`src/rtl/dcr_pkg.sv`:
```
// Constants and carrier types for the DMA channel register interface
package dcr_pkg;
    localparam int          NUM_CHAN      = 4;
    localparam logic [2:0]  FN_STATUS_CMD = 3'h0;
    localparam logic [2:0]  FN_REQUEST    = 3'h1;
    localparam logic [2:0]  FN_SINGLE_MSK = 3'h2;
    localparam logic [2:0]  FN_MODE       = 3'h3;
    localparam logic [2:0]  FN_CLR_BYTE   = 3'h4;
    localparam logic [2:0]  FN_TEMP_CLR   = 3'h5;
    localparam logic [2:0]  FN_ALL_MSK    = 3'h7;
    localparam logic [7:0]  CMD_RESET     = 8'h00;
    localparam logic [3:0]  MASK_RESET    = 4'hF;
    localparam logic [15:0] REG_RESET     = 16'h0000;
    localparam logic [7:0]  ILLEGAL_READ  = 8'h00;
    localparam int          MODE_DEC_BIT  = 3;
    localparam int          MODE_AUTO_BIT = 2;

    typedef struct packed {
        logic [15:0] base_addr;
        logic [15:0] cur_addr;
        logic [15:0] base_cnt;
        logic [15:0] cur_cnt;
    } dcr_chan_t;

    typedef struct packed {
        logic       valid;
        logic [1:0] chan;
    } dcr_xfer_t;
endpackage

```
`src/rtl/dcr_top.sv`:
```
// Register file and per-channel address and count state of a four-channel DMA controller
module dcr_top (
    input  wire logic        core_clk,
    input  wire logic        rstn,
    input  wire logic        chip_select_n,
    input  wire logic        host_read_strobe_n,
    input  wire logic        host_write_strobe_n,
    input  wire logic [3:0]  register_select_lines,
    input  wire logic [7:0]  host_data_lines_in,
    output logic      [7:0]  host_data_lines_out,
    output logic             host_data_lines_oe_n,
    input  wire logic [3:0]  channel_request_in,
    input  wire logic        transfer_done_signal_in_n,
    output logic             transfer_done_signal_out_n,
    output logic             transfer_done_signal_oe_n,
    input  wire logic        xfer_word_done,
    input  wire logic [1:0]  xfer_chan,
    input  wire logic        xfer_active,
    input  wire logic [7:0]  temp_byte_in,
    output logic      [7:0]  global_control_word_q,
    output logic      [3:0]  soft_trigger_bits_q,
    output logic      [3:0]  channel_block_bits_q,
    output logic      [23:0] channel_transfer_setup_q,
    output logic      [15:0] active_addr_q
);

    ////////////////////////////////////////////////////////////////////////////
    // Pin synchronisers: strobes, select, select lines, requests, external end

    logic [8:0] pin_s1_q;
    logic [8:0] pin_s2_q;
    logic [3:0] req_s1_q;
    logic [3:0] req_s2_q;
    logic [7:0] din_s1_q;
    logic [7:0] din_s2_q;

    always_ff @(posedge core_clk or negedge rstn) begin
        if (!rstn) begin
            pin_s1_q <= 9'h1FF;
            pin_s2_q <= 9'h1FF;
            req_s1_q <= 4'h0;
            req_s2_q <= 4'h0;
            din_s1_q <= 8'h00;
            din_s2_q <= 8'h00;
        end else begin
            pin_s1_q <= {transfer_done_signal_in_n, chip_select_n, host_read_strobe_n,
                         host_write_strobe_n, register_select_lines, 1'b1};
            pin_s2_q <= pin_s1_q;
            req_s1_q <= channel_request_in;
            req_s2_q <= req_s1_q;
            din_s1_q <= host_data_lines_in;
            din_s2_q <= din_s1_q;
        end
    end

    logic       ext_done;
    logic       cs_ok;
    logic       rd_lvl;
    logic       wr_lvl;
    logic [3:0] sel;
    logic       rd_prev_q;
    logic       wr_prev_q;
    logic       rd_pulse;
    logic       wr_pulse;

    assign ext_done = ~pin_s2_q[8];
    assign sel      = pin_s2_q[4:1];
    // Strobes honoured only while selected and no transfer owns the bus
    assign cs_ok    = ~pin_s2_q[7] & ~xfer_active;
    assign rd_lvl   = ~pin_s2_q[6] & cs_ok & pin_s2_q[5];
    assign wr_lvl   = ~pin_s2_q[5] & cs_ok & pin_s2_q[6];

    always_ff @(posedge core_clk or negedge rstn) begin
        if (!rstn) begin
            rd_prev_q <= 1'b0;
            wr_prev_q <= 1'b0;
        end else begin
            rd_prev_q <= rd_lvl;
            wr_prev_q <= wr_lvl;
        end
    end

    // One access per strobe; the trailing edge of a read closes it so that
    // status clearing follows the data the host actually saw
    // Select and chip select must therefore still stand when the read strobe rises
    assign rd_pulse = rd_prev_q & ~rd_lvl & ~pin_s2_q[7];
    assign wr_pulse = wr_lvl & ~wr_prev_q;

    ////////////////////////////////////////////////////////////////////////////
    // Decode

    logic       chan_sel;
    logic [1:0] sel_chan;
    logic [2:0] fn;
    logic       chan_acc;
    logic       chan_wr;
    logic       mclr;
    logic       clr_byte;
    logic       stat_rd;

    assign chan_sel = ~sel[3];
    assign sel_chan = sel[2:1];
    assign fn       = sel[2:0];
    assign chan_acc = chan_sel & (rd_pulse | wr_pulse);
    assign chan_wr  = chan_sel & wr_pulse;
    // Only the documented function codes act; others fall through untouched
    assign mclr     = ~chan_sel & wr_pulse & (fn == dcr_pkg::FN_TEMP_CLR);
    assign clr_byte = ~chan_sel & wr_pulse & (fn == dcr_pkg::FN_CLR_BYTE);
    assign stat_rd  = ~chan_sel & rd_pulse & (fn == dcr_pkg::FN_STATUS_CMD);

    ////////////////////////////////////////////////////////////////////////////
    // Byte select flip-flop

    logic byte_hi_q;

    always_ff @(posedge core_clk or negedge rstn) begin
        if (!rstn) begin
            byte_hi_q <= 1'b0;
        end else if (mclr || clr_byte) begin
            byte_hi_q <= 1'b0;
        end else if (chan_acc) begin
            byte_hi_q <= ~byte_hi_q;
        end
    end

    ////////////////////////////////////////////////////////////////////////////
    // Control registers

    logic [1:0] dsel;
    assign dsel = din_s2_q[1:0];

    always_ff @(posedge core_clk or negedge rstn) begin
        if (!rstn) begin
            global_control_word_q <= dcr_pkg::CMD_RESET;
        end else if (mclr) begin
            global_control_word_q <= dcr_pkg::CMD_RESET;
        end else if (~chan_sel && wr_pulse && fn == dcr_pkg::FN_STATUS_CMD) begin
            global_control_word_q <= din_s2_q;
        end
    end

    always_ff @(posedge core_clk or negedge rstn) begin
        if (!rstn) begin
            channel_transfer_setup_q <= 24'h000000;
        end else if (~chan_sel && wr_pulse && fn == dcr_pkg::FN_MODE) begin
            channel_transfer_setup_q[dsel*6 +: 6] <= din_s2_q[7:2];
        end
    end

    logic [3:0] done_evt;

    always_ff @(posedge core_clk or negedge rstn) begin
        if (!rstn) begin
            soft_trigger_bits_q <= 4'h0;
        end else if (mclr) begin
            soft_trigger_bits_q <= 4'h0;
        end else if (~chan_sel && wr_pulse && fn == dcr_pkg::FN_REQUEST) begin
            soft_trigger_bits_q[dsel] <= din_s2_q[2];
        end else begin
            soft_trigger_bits_q <= soft_trigger_bits_q & ~done_evt;
        end
    end

    always_ff @(posedge core_clk or negedge rstn) begin
        if (!rstn) begin
            channel_block_bits_q <= dcr_pkg::MASK_RESET;
        end else if (mclr) begin
            channel_block_bits_q <= dcr_pkg::MASK_RESET;
        end else if (~chan_sel && wr_pulse && fn == dcr_pkg::FN_SINGLE_MSK) begin
            channel_block_bits_q[dsel] <= din_s2_q[2];
        end else if (~chan_sel && wr_pulse && fn == dcr_pkg::FN_ALL_MSK) begin
            channel_block_bits_q <= din_s2_q[3:0];
        end
    end

    ////////////////////////////////////////////////////////////////////////////
    // Channel address and count registers

    dcr_pkg::dcr_chan_t chan_q [dcr_pkg::NUM_CHAN];
    logic [3:0]         zero_hit;
    logic               any_end;

    // Internal end comes from a count wrap; an external end hits the active channel
    assign any_end = ext_done & xfer_active;

    genvar gi;
    generate
        for (gi = 0; gi < dcr_pkg::NUM_CHAN; gi++) begin : g_chan
            localparam logic [1:0] CHAN_ID = 2'(gi);
            logic step;
            logic auto_en;
            logic dec_en;
            assign step     = xfer_word_done & (xfer_chan == CHAN_ID);
            assign auto_en  = channel_transfer_setup_q[gi*6 + dcr_pkg::MODE_AUTO_BIT];
            assign dec_en   = channel_transfer_setup_q[gi*6 + dcr_pkg::MODE_DEC_BIT];
            assign zero_hit[gi] = step & (chan_q[gi].cur_cnt == 16'h0000);
            assign done_evt[gi] = zero_hit[gi] | (any_end & (xfer_chan == CHAN_ID));

            always_ff @(posedge core_clk or negedge rstn) begin
                if (!rstn) begin
                    chan_q[gi] <= '0;
                end else if (chan_wr && sel_chan == CHAN_ID && !sel[0]) begin
                    if (byte_hi_q) begin
                        chan_q[gi].base_addr[15:8] <= din_s2_q;
                        chan_q[gi].cur_addr[15:8]  <= din_s2_q;
                    end else begin
                        chan_q[gi].base_addr[7:0]  <= din_s2_q;
                        chan_q[gi].cur_addr[7:0]   <= din_s2_q;
                    end
                end else if (chan_wr && sel_chan == CHAN_ID && sel[0]) begin
                    if (byte_hi_q) begin
                        chan_q[gi].base_cnt[15:8]  <= din_s2_q;
                        chan_q[gi].cur_cnt[15:8]   <= din_s2_q;
                    end else begin
                        chan_q[gi].base_cnt[7:0]   <= din_s2_q;
                        chan_q[gi].cur_cnt[7:0]    <= din_s2_q;
                    end
                end else if (done_evt[gi] && auto_en) begin
                    chan_q[gi].cur_addr <= chan_q[gi].base_addr;
                    chan_q[gi].cur_cnt  <= chan_q[gi].base_cnt;
                end else if (step) begin
                    chan_q[gi].cur_addr <= dec_en ? chan_q[gi].cur_addr - 16'h0001
                                                  : chan_q[gi].cur_addr + 16'h0001;
                    chan_q[gi].cur_cnt  <= chan_q[gi].cur_cnt - 16'h0001;
                end
            end
        end
    endgenerate

    ////////////////////////////////////////////////////////////////////////////
    // Status register and end-of-transfer output

    logic [3:0] done_flags_q;
    logic       done_pulse_q;

    always_ff @(posedge core_clk or negedge rstn) begin
        if (!rstn) begin
            done_flags_q <= 4'h0;
        end else begin
            // New ends win over a read clear in the same cycle
            done_flags_q <= ((stat_rd || mclr) ? 4'h0 : done_flags_q) | done_evt;
        end
    end

    always_ff @(posedge core_clk or negedge rstn) begin
        if (!rstn) begin
            done_pulse_q              <= 1'b0;
            transfer_done_signal_out_n <= 1'b1;
            transfer_done_signal_oe_n  <= 1'b1;
            active_addr_q              <= dcr_pkg::REG_RESET;
        end else begin
            // A zero hit right behind another folds into the pulse already out,
            // so the done output never stays low past one clock
            done_pulse_q               <= |zero_hit & ~done_pulse_q;
            transfer_done_signal_out_n <= ~(|zero_hit & ~done_pulse_q);
            transfer_done_signal_oe_n  <= ~(|zero_hit & ~done_pulse_q);
            active_addr_q              <= chan_q[xfer_chan].cur_addr;
        end
    end

    ////////////////////////////////////////////////////////////////////////////
    // Read data

    logic [15:0] rd_word;
    logic [7:0]  rd_byte;

    always_comb begin
        rd_word = sel[0] ? chan_q[sel_chan].cur_cnt : chan_q[sel_chan].cur_addr;
        if (chan_sel) begin
            rd_byte = byte_hi_q ? rd_word[15:8] : rd_word[7:0];
        end else if (fn == dcr_pkg::FN_STATUS_CMD) begin
            // High nibble is the live request level, untouched by reads
            rd_byte = {req_s2_q, done_flags_q};
        end else if (fn == dcr_pkg::FN_TEMP_CLR) begin
            rd_byte = temp_byte_in;
        end else begin
            rd_byte = dcr_pkg::ILLEGAL_READ;
        end
    end

    always_ff @(posedge core_clk or negedge rstn) begin
        if (!rstn) begin
            host_data_lines_out  <= 8'h00;
            host_data_lines_oe_n <= 1'b1;
        end else begin
            host_data_lines_out  <= rd_byte;
            host_data_lines_oe_n <= ~rd_lvl;
        end
    end

    ////////////////////////////////////////////////////////////////////////////
    // Checks

    a_byte_toggle: assert property (@(posedge core_clk) disable iff (!rstn)
        chan_acc && !mclr && !clr_byte |=> byte_hi_q != $past(byte_hi_q))
        else $error("byte select did not toggle");
    a_byte_clear: assert property (@(posedge core_clk) disable iff (!rstn)
        mclr || clr_byte |=> !byte_hi_q)
        else $error("byte select not cleared");
    a_status_set: assert property (@(posedge core_clk) disable iff (!rstn)
        done_evt[0] |=> done_flags_q[0])
        else $error("status bit not set");
    a_status_clr: assert property (@(posedge core_clk) disable iff (!rstn)
        stat_rd && done_evt == 4'h0 |=> done_flags_q == 4'h0)
        else $error("status not cleared by read");
    a_done_pulse: assert property (@(posedge core_clk) disable iff (!rstn)
        !transfer_done_signal_out_n |=> transfer_done_signal_out_n)
        else $error("done pulse too long");
    a_done_fires: assert property (@(posedge core_clk) disable iff (!rstn)
        |zero_hit && !done_pulse_q |=> !transfer_done_signal_out_n)
        else $error("done pulse missing");
    a_count_dec: assert property (@(posedge core_clk) disable iff (!rstn)
        xfer_word_done && xfer_chan == 2'h0 && !chan_wr && !done_evt[0]
        |=> chan_q[0].cur_cnt == $past(chan_q[0].cur_cnt) - 16'h0001)
        else $error("count not decremented");
    a_addr_step: assert property (@(posedge core_clk) disable iff (!rstn)
        xfer_word_done && xfer_chan == 2'h0 && !chan_wr && !done_evt[0]
        && !channel_transfer_setup_q[dcr_pkg::MODE_DEC_BIT]
        |=> chan_q[0].cur_addr == $past(chan_q[0].cur_addr) + 16'h0001)
        else $error("address did not step up");
    a_auto_reload: assert property (@(posedge core_clk) disable iff (!rstn)
        done_evt[1] && channel_transfer_setup_q[6 + dcr_pkg::MODE_AUTO_BIT] && !chan_wr
        |=> chan_q[1].cur_cnt == chan_q[1].base_cnt && chan_q[1].cur_addr == chan_q[1].base_addr)
        else $error("current not reloaded from base");
    // Only the written byte is compared: the other half may differ after transfers
    a_base_load: assert property (@(posedge core_clk) disable iff (!rstn)
        chan_wr && sel_chan == 2'h0 && !sel[0] && !byte_hi_q
        |=> chan_q[0].base_addr[7:0] == $past(din_s2_q) && chan_q[0].cur_addr[7:0] == $past(din_s2_q))
        else $error("base and current not loaded together");
    a_strobe_gate: assert property (@(posedge core_clk) disable iff (!rstn)
        xfer_active |=> $stable(chan_q[0].base_addr) && $stable(global_control_word_q))
        else $error("strobe accepted during transfer");
    a_read_drive: assert property (@(posedge core_clk) disable iff (!rstn)
        rd_lvl |=> !host_data_lines_oe_n)
        else $error("read data not driven");
    a_mask_clear: assert property (@(posedge core_clk) disable iff (!rstn)
        mclr |=> channel_block_bits_q == dcr_pkg::MASK_RESET
                 && global_control_word_q == dcr_pkg::CMD_RESET)
        else $error("master clear incomplete");
    a_illegal_quiet: assert property (@(posedge core_clk) disable iff (!rstn)
        !chan_sel && wr_pulse && fn == 3'h6
        |=> $stable(byte_hi_q) && $stable(global_control_word_q)
            && $stable(channel_block_bits_q))
        else $error("illegal write changed state");

endmodule

```
`config.mk`:
```
export PLATFORM = sky130hd
export DESIGN_NAME = dcr_top
export DESIGN_NICKNAME = d
export VERILOG_FILES = /design/src/rtl/dcr_pkg.sv /design/src/rtl/dcr_top.sv
export SDC_FILE = /design/constraint.sdc
export NUM_CORES = 1
export LEC_CHECK = 0
export ABC_CLOCK_PERIOD_IN_PS = 2900
export BUFFER_PORTS_ARGS = -buffer_cell sky130_fd_sc_hd__buf_2
export CELL_PAD_IN_SITES_DETAIL_PLACEMENT = 1
export CELL_PAD_IN_SITES_GLOBAL_PLACEMENT = 1
export CORE_MARGIN = 3
export CORE_UTILIZATION = 44
export CTS_CLUSTER_DIAMETER = 80
export DETAILED_ROUTE_END_ITERATION = 16
export GPL_TIMING_DRIVEN = 0
export PLACE_DENSITY_LB_ADDON = 0.15
export REMOVE_ABC_BUFFERS = 1
export SETUP_SLACK_MARGIN = 0.05
export SYNTH_ARGS = -nofsm -noshare
export SYNTH_HDL_FRONTEND = slang
export SYNTH_SLANG_ARGS = --single-unit
```
`constraint.sdc`:
```
create_clock -name core_clk -period 2.9 [get_ports core_clk]
set_clock_uncertainty 0.1 [all_clocks]
set_input_delay 0 -clock core_clk [delete_from_list [all_inputs] [get_ports core_clk]]
set_output_delay 0 -clock core_clk [all_outputs]
set_load 0.01 [all_outputs]
```
Word level (Yosys, flattened, before mapping) --
Index checks and enable logic that the tools add are counted.
Word-level totals: bits in registers 370, input port bits 34, output and inout port bits 67, word-level logic and storage cells 294
Operators by class: add/sub/neg operators 13, $mul 1, magnitude comparators 4, equality and inequality tests 32, shift operators 2, mux-type cells 60, bitwise operators 54, reduce and logical (&&, ||, !) cells 77
Operators by type and width (count):
- $mux 16 | 33
- $bmux 64 s2 | 2
- $mux 48 | 4
- $sub 16x1->16 const B | 8
- $reduce_and 3->1 | 24
- $add 16x1->16 const B | 4
- $logic_not 16->1 | 4
- $mux 8 | 8
- $ne 2x2->1 const B | 20
- $neg 5->34 | 1
- $shift 6x34->24 const A | 1
- $shiftx 6x34->24 | 1
- $and 1x1->1 | 29
- $reduce_bool 3->1 | 9
- $bwmux 24 | 1
- $mux 4 | 6
- $logic_and 1x1->1 | 23
- $reduce_and 2->1 | 8
- $not 1->1 | 15
- $eq 3x3->1 const B | 3
- $bwmux 4 | 2
- $eq 2x2->1 const B | 4
- $eq 3x2->1 const B | 2
- $ge 3x3->1 const B | 2
- 18 further kinds | 29

Logic depth before layout (Yosys ltp) --
depth after elaboration 12, gate-level depth with buffers 13, depth with buffers taken out 11

Least setup slack after synthesis --
OpenSTA, ideal clock, no wires.
path type flip-flop to flip-flop, start point register channel_transfer_setup_q[3], end point register chan_q[236] (netlist bit), setup time 95 ps, arrival time 3010 ps, data required time 2705 ps, setup slack -305 ps, cell stages (with the launch flop) 11, buffers on the path 0, period minus slack after synthesis 3205 ps, cells stage by stage dfrtp_1 -> fa_1 -> a21o_1 -> a21oi_1 -> nor2b_1 -> o21ai_0 -> o21ai_0 -> or4b_2 -> a31oi_1 -> a211oi_1 -> o31ai_1
Between the ends: longest elaborated chain between the ends 5
Ends and longest elaborated chain:
- from (decl) | RTL line dcr_top.sv:23 | output logic [23:0] channel_transfer_setup_q,
- from (signal, indexed assignment) | RTL line dcr_top.sv:146 | channel_transfer_setup_q[dsel*6 +: 6] <= din_s2_q[7:2];
- $mux 16 | RTL line dcr_top.sv:222 | chan_q[gi].cur_addr <= dec_en ? chan_q[gi].cur_addr - 16'h0001
- $mux 16 | RTL line dcr_top.sv:221 | end else if (step) begin
- $mux 16 | RTL line dcr_top.sv:218 | end else if (done_evt[gi] && auto_en) begin
- $mux 16 | RTL line dcr_top.sv:210 | end else if (chan_wr && sel_chan == CHAN_ID && sel[0]) begin
- $mux 16 | RTL line dcr_top.sv:202 | end else if (chan_wr && sel_chan == CHAN_ID && !sel[0]) begin
- to (decl) | RTL line dcr_top.sv:179 | dcr_pkg::dcr_chan_t chan_q [dcr_pkg::NUM_CHAN];
Every way passes these cells. The select of a mux whose other input is x is not followed. A chain may end at the register's enable or synchronous reset.

Worst setup path in the final report --
start point register chan_q[70] (netlist bit), end point register chan_q[111] (netlist bit)
Between the ends: longest elaborated chain between the ends 7, elaborated cells between the ends (all ways) 9, those cells by class mux (3); bitwise (2); reduce/logical (4)
Ends and longest elaborated chain:
- $logic_not 16->1 * | RTL line dcr_top.sv:196 | assign zero_hit[gi] = step & (chan_q[gi].cur_cnt == 16'h0000);
- $and 1x1->1 * | RTL line dcr_top.sv:196
- $or 1x1->1 * | RTL line dcr_top.sv:197 | assign done_evt[gi] = zero_hit[gi] | (any_end & (xfer_chan == CHAN_ID));
- $logic_and 1x1->1 * | RTL line dcr_top.sv:218
- $mux 16 | RTL line dcr_top.sv:218
- $mux 16 | RTL line dcr_top.sv:210
- $mux 16 | RTL line dcr_top.sv:202
Mark *: on every way between the ends. The rest lies on a longest branch, timed or not. The select of a mux whose other input is x is not followed.

==> results by group <==
Place
  – Global placer's final weighted congestion: ~0.86
  – Hpwl dp: between 50000 and 60000 um
  – Pre-CTS WS: -2.07 ns
  – Port Buf Inserts: 100

Final layout
  – Post-layout nets: approximately 2.6k
  – Share of cells above drive strength 1: roughly 35%
  – Area Growth Syn to Fin: 33.3%
  – FF+latch area: roughly 9300 um2
  – Fin util: approximately three fifths
  – Multi-input gate area: between 10000 and 15000 um2
  – Most frequent cells in the layout: 318 x dfrtp_1, 244 x nand2_1, 174 x nor2_1
  – Most common cell after layout, fill and taps aside: dfrtp_1
  – Filler Cells Inserted: ~5k

GRT
  – Antenna violations before repair: 2
  – Aggregate global-route resource usage: between 30% and 40%
  – Wire length of the first global-routing pass: 123000 um
  – Vias in the first global route: a little under 20k
  – Largest net degree at the start of global routing: around 120
  – GRT overflow: 0

Timing
  – Final setup vio count: between 40 and 50
  – Max Clock Freq: around 320 MHz
  – Relative slew margins: 7.02%
  – Final min period: just over 3 ns
  – Unrepaired setup endpoints after global routing: true
  – Worst setup margin: -0.212 ns
  – Final hold violations: 0
  – Worst Tran Pin Value: ~1.4 ns
  – Fin crit share: 107%
  – Pins over their slew limit: 0

Yosys
  – Synthesis Warnings: 0
  – Mean Syn Cell Area: a little under 10 um2
  – Ys async rst share: 100%
  – Yosys top cell by area: dfrtp_1
  – Syn Std Cell Area: approximately 21000 um2
  – Cells after synthesis: between 2k and 2.5k
  – Yosys top cell area share: 40.9%
  – Commonest register cell after synthesis: dfrtp_1
  – Synth area leaders: dfrtp_1 41%, mux4_2 5.9%, mux2_2 5.8%, nand2_1 4.7%, ha_1 4.2%
  – EDFF count, synth: 0
  – FF+latch count, synth: 370
  – Seq/Total Area, Yosys: 43.6%
  – Unique cell type count in the Yosys netlist: 80

Route
  – Final WL: 86800 um
  – Drt pass-1 iters: 5
  – First DRT Iteration DRCs: 1680
  – Avg WL per Cell: roughly 28 um
  – Routed Antenna Nets: 0
  – # DRC: 0
  – Post-DR vias/cell: around 6.4
  – Vias post-DR: 20.0k

Die
  – Die width: 226 um
  – Initial Util: 45.2%
  – Die footprint: ~50000 um2
  – CORE AREA: roughly 47000 um2
  – Ports: 101
  – FP Rows: 79
  – Die height: about 230 um

Worst setup path
  – Sequence of cells on the critical path: or4_4, or3_4, or4_4, a21oi_4, buf_12, nand2_8, nor2_4, a221o_1, o21ai_1, o41ai_2
  – Stages on the worst setup path: 10
  – Worst-path fanout max: 7
  – Worst path max stage delay: ~0.54 ns
  – CP top delay family: simple AND/OR/NAND/NOR gates
  – Critical Path Source Type: register
  – CP arrival: between 3 and 4 ns
  – Setup CP Type: reg -> reg
  – Worst R2R Path Depth: 10
  – Critical Path Sink Type: register
  – Critical Path RT: 3.28 ns
  – Crit path buffers/inverters: 1
  – Crit-path slowest cell: or4_4
  – Most used cell, CP: or4_4

Clocking
  – Total CTS buffers: 44
  – H-tree levels: 2
  – CTS tree: built
  – Root buffer cell: clkbuf_16
  – Clk sinks: between 300 and 400
  – Clk pin slew, worst setup/hold paths: around 0.06 ns
  – Longest Clk Path Bufs: 3
  – Clock Latency Late Sink: 0.60 ns

Min path
  – Hold Path Depth: 2
  – Hold Crit Class: in -> reg

Pwr
  – Worst VDD drop: around 0.4 mV
  – PD cells: slightly below 700 nW/um2
  – Static leakage: between 10 and 15 nW

Outcome
  – Failing checks: setup timing
  – Status: finished with violations

Flow run
  – Max Cap Viol: 0
repair_timing:
action	4_1_cts	5_1_grt
buffers inserted	111	83
pin swaps	73	100
resized for setup	265	219
hold endpoints to repair	360	0
endpoints found under the setup margin	303	216
cloned	12	5
hold buffers	57	0
path summary, 6_finish.rpt:
path | startpoint | to | slack [ns]
worst max-delay path | chan_q[70] | chan_q[111] | -0.21
worst min-delay path | xfer_chan[1] | active_addr_q[5] | 0.06
worst max register to register | chan_q[70] | chan_q[111] | -0.21
worst min register to register | din_s1_q[0] | din_s2_q[0] | 0.25
max in group asynchronous | rstn | din_s2_q[4] | 1.12
min in group asynchronous | rstn | chan_q[227] | 0.45
cells in the mapped netlist, types with 22 or more instances:
cell type    n
nand2_1    266
xnor2_1     59
a31oi_1     30
mux4_2      56
o21ai_0    152
dfstp_2     22
xor2_1      36
nor2_1     223
inv_1       37
ha_1        72
a21o_1      23
a21oi_1    169
o31ai_1     29
o22ai_1     23
clkbuf_1   103
nor3_1      53
dfrtp_1    348
nand3_1     31
mux2_2     109
a211oi_1    74
sequential cells by signal, summed over array words and instances (netlist names), 8 cells and up:
name / count
chan_q: 256
channel_transfer_setup_q: 24
active_addr_q: 16
din_s1_q: 8
din_s2_q: 8
global_control_word_q: 8
host_data_lines_out: 8
pin_s1_q: 8
pin_s2_q: 8
cells by family after synthesis:
group                      after synthesis  synth area share (%)
AOI/OAI and AO/OA                      604                  17.4
buffers and inverters                  177                  3.39
DFF                                    370                  43.6
xor gates and xnor gates                95                  3.91
muxes                                  175                  12.2
adders and majority gates               76                  4.61
and+or+nand+nor                        700                  14.9
where the power goes:
part / internal [mW] / switching, mW
clock: 3.53 / 2.34
combinational: 2.78 / 2.94
sequential: 6.02 / 1.47
worst register-to-register path, delay by kind of cell, from the launching register on:
family          cells  cell delay, ns
simple gates        5            1.74
compound gates      4            0.52
buf+inv             1            0.22
flops               1            0.41
area by class of cell:
| class | instances | share of cell area (%) |
|---|---|---|
| diodes | 3 | 0.0265 |
| clock buffers | 67 | 4.72 |
| clock inverters | 12 | 0.600 |
| inverters | 38 | 0.538 |
| multi-input cells | 1664 | 46.8 |
| flip-flops and latches | 370 | 32.9 |
| well taps | 607 | 2.68 |
| repair buffers | 369 | 11.7 |
layer usage:
metal	up-vias	GRT usage (%)	part of all wire, %
met3	267	3.47	6.6
met5	-	0	0.031
met4	4	11.9	5.3
met1	10300	43.2	41
li1	8568	-	-
met2	877	52.4	47
metrics by stage:
step | power [mW] | instances | hold WS (ns) | setup TNS (ns) | instance area, um2
after detailed placement | 11.8 | 2785 | -0.0595 | -264.64 | 22400
final | 19.1 | 3130 | 0.0593 | -4.55 | 28400
after CTS | 18.3 | 3044 | 0.0106 | -1.99 | 26800
after floorplan | 10.0 | 2058 | -0.396 | -98.52 | 20700
after global routing | 19.9 | 3128 | 0.0407 | -10.04 | 28400
after global placement | 11.5 | 2765 | 0.00441 | -2551.29 | 22000
(Power assumes the default switching activity.)
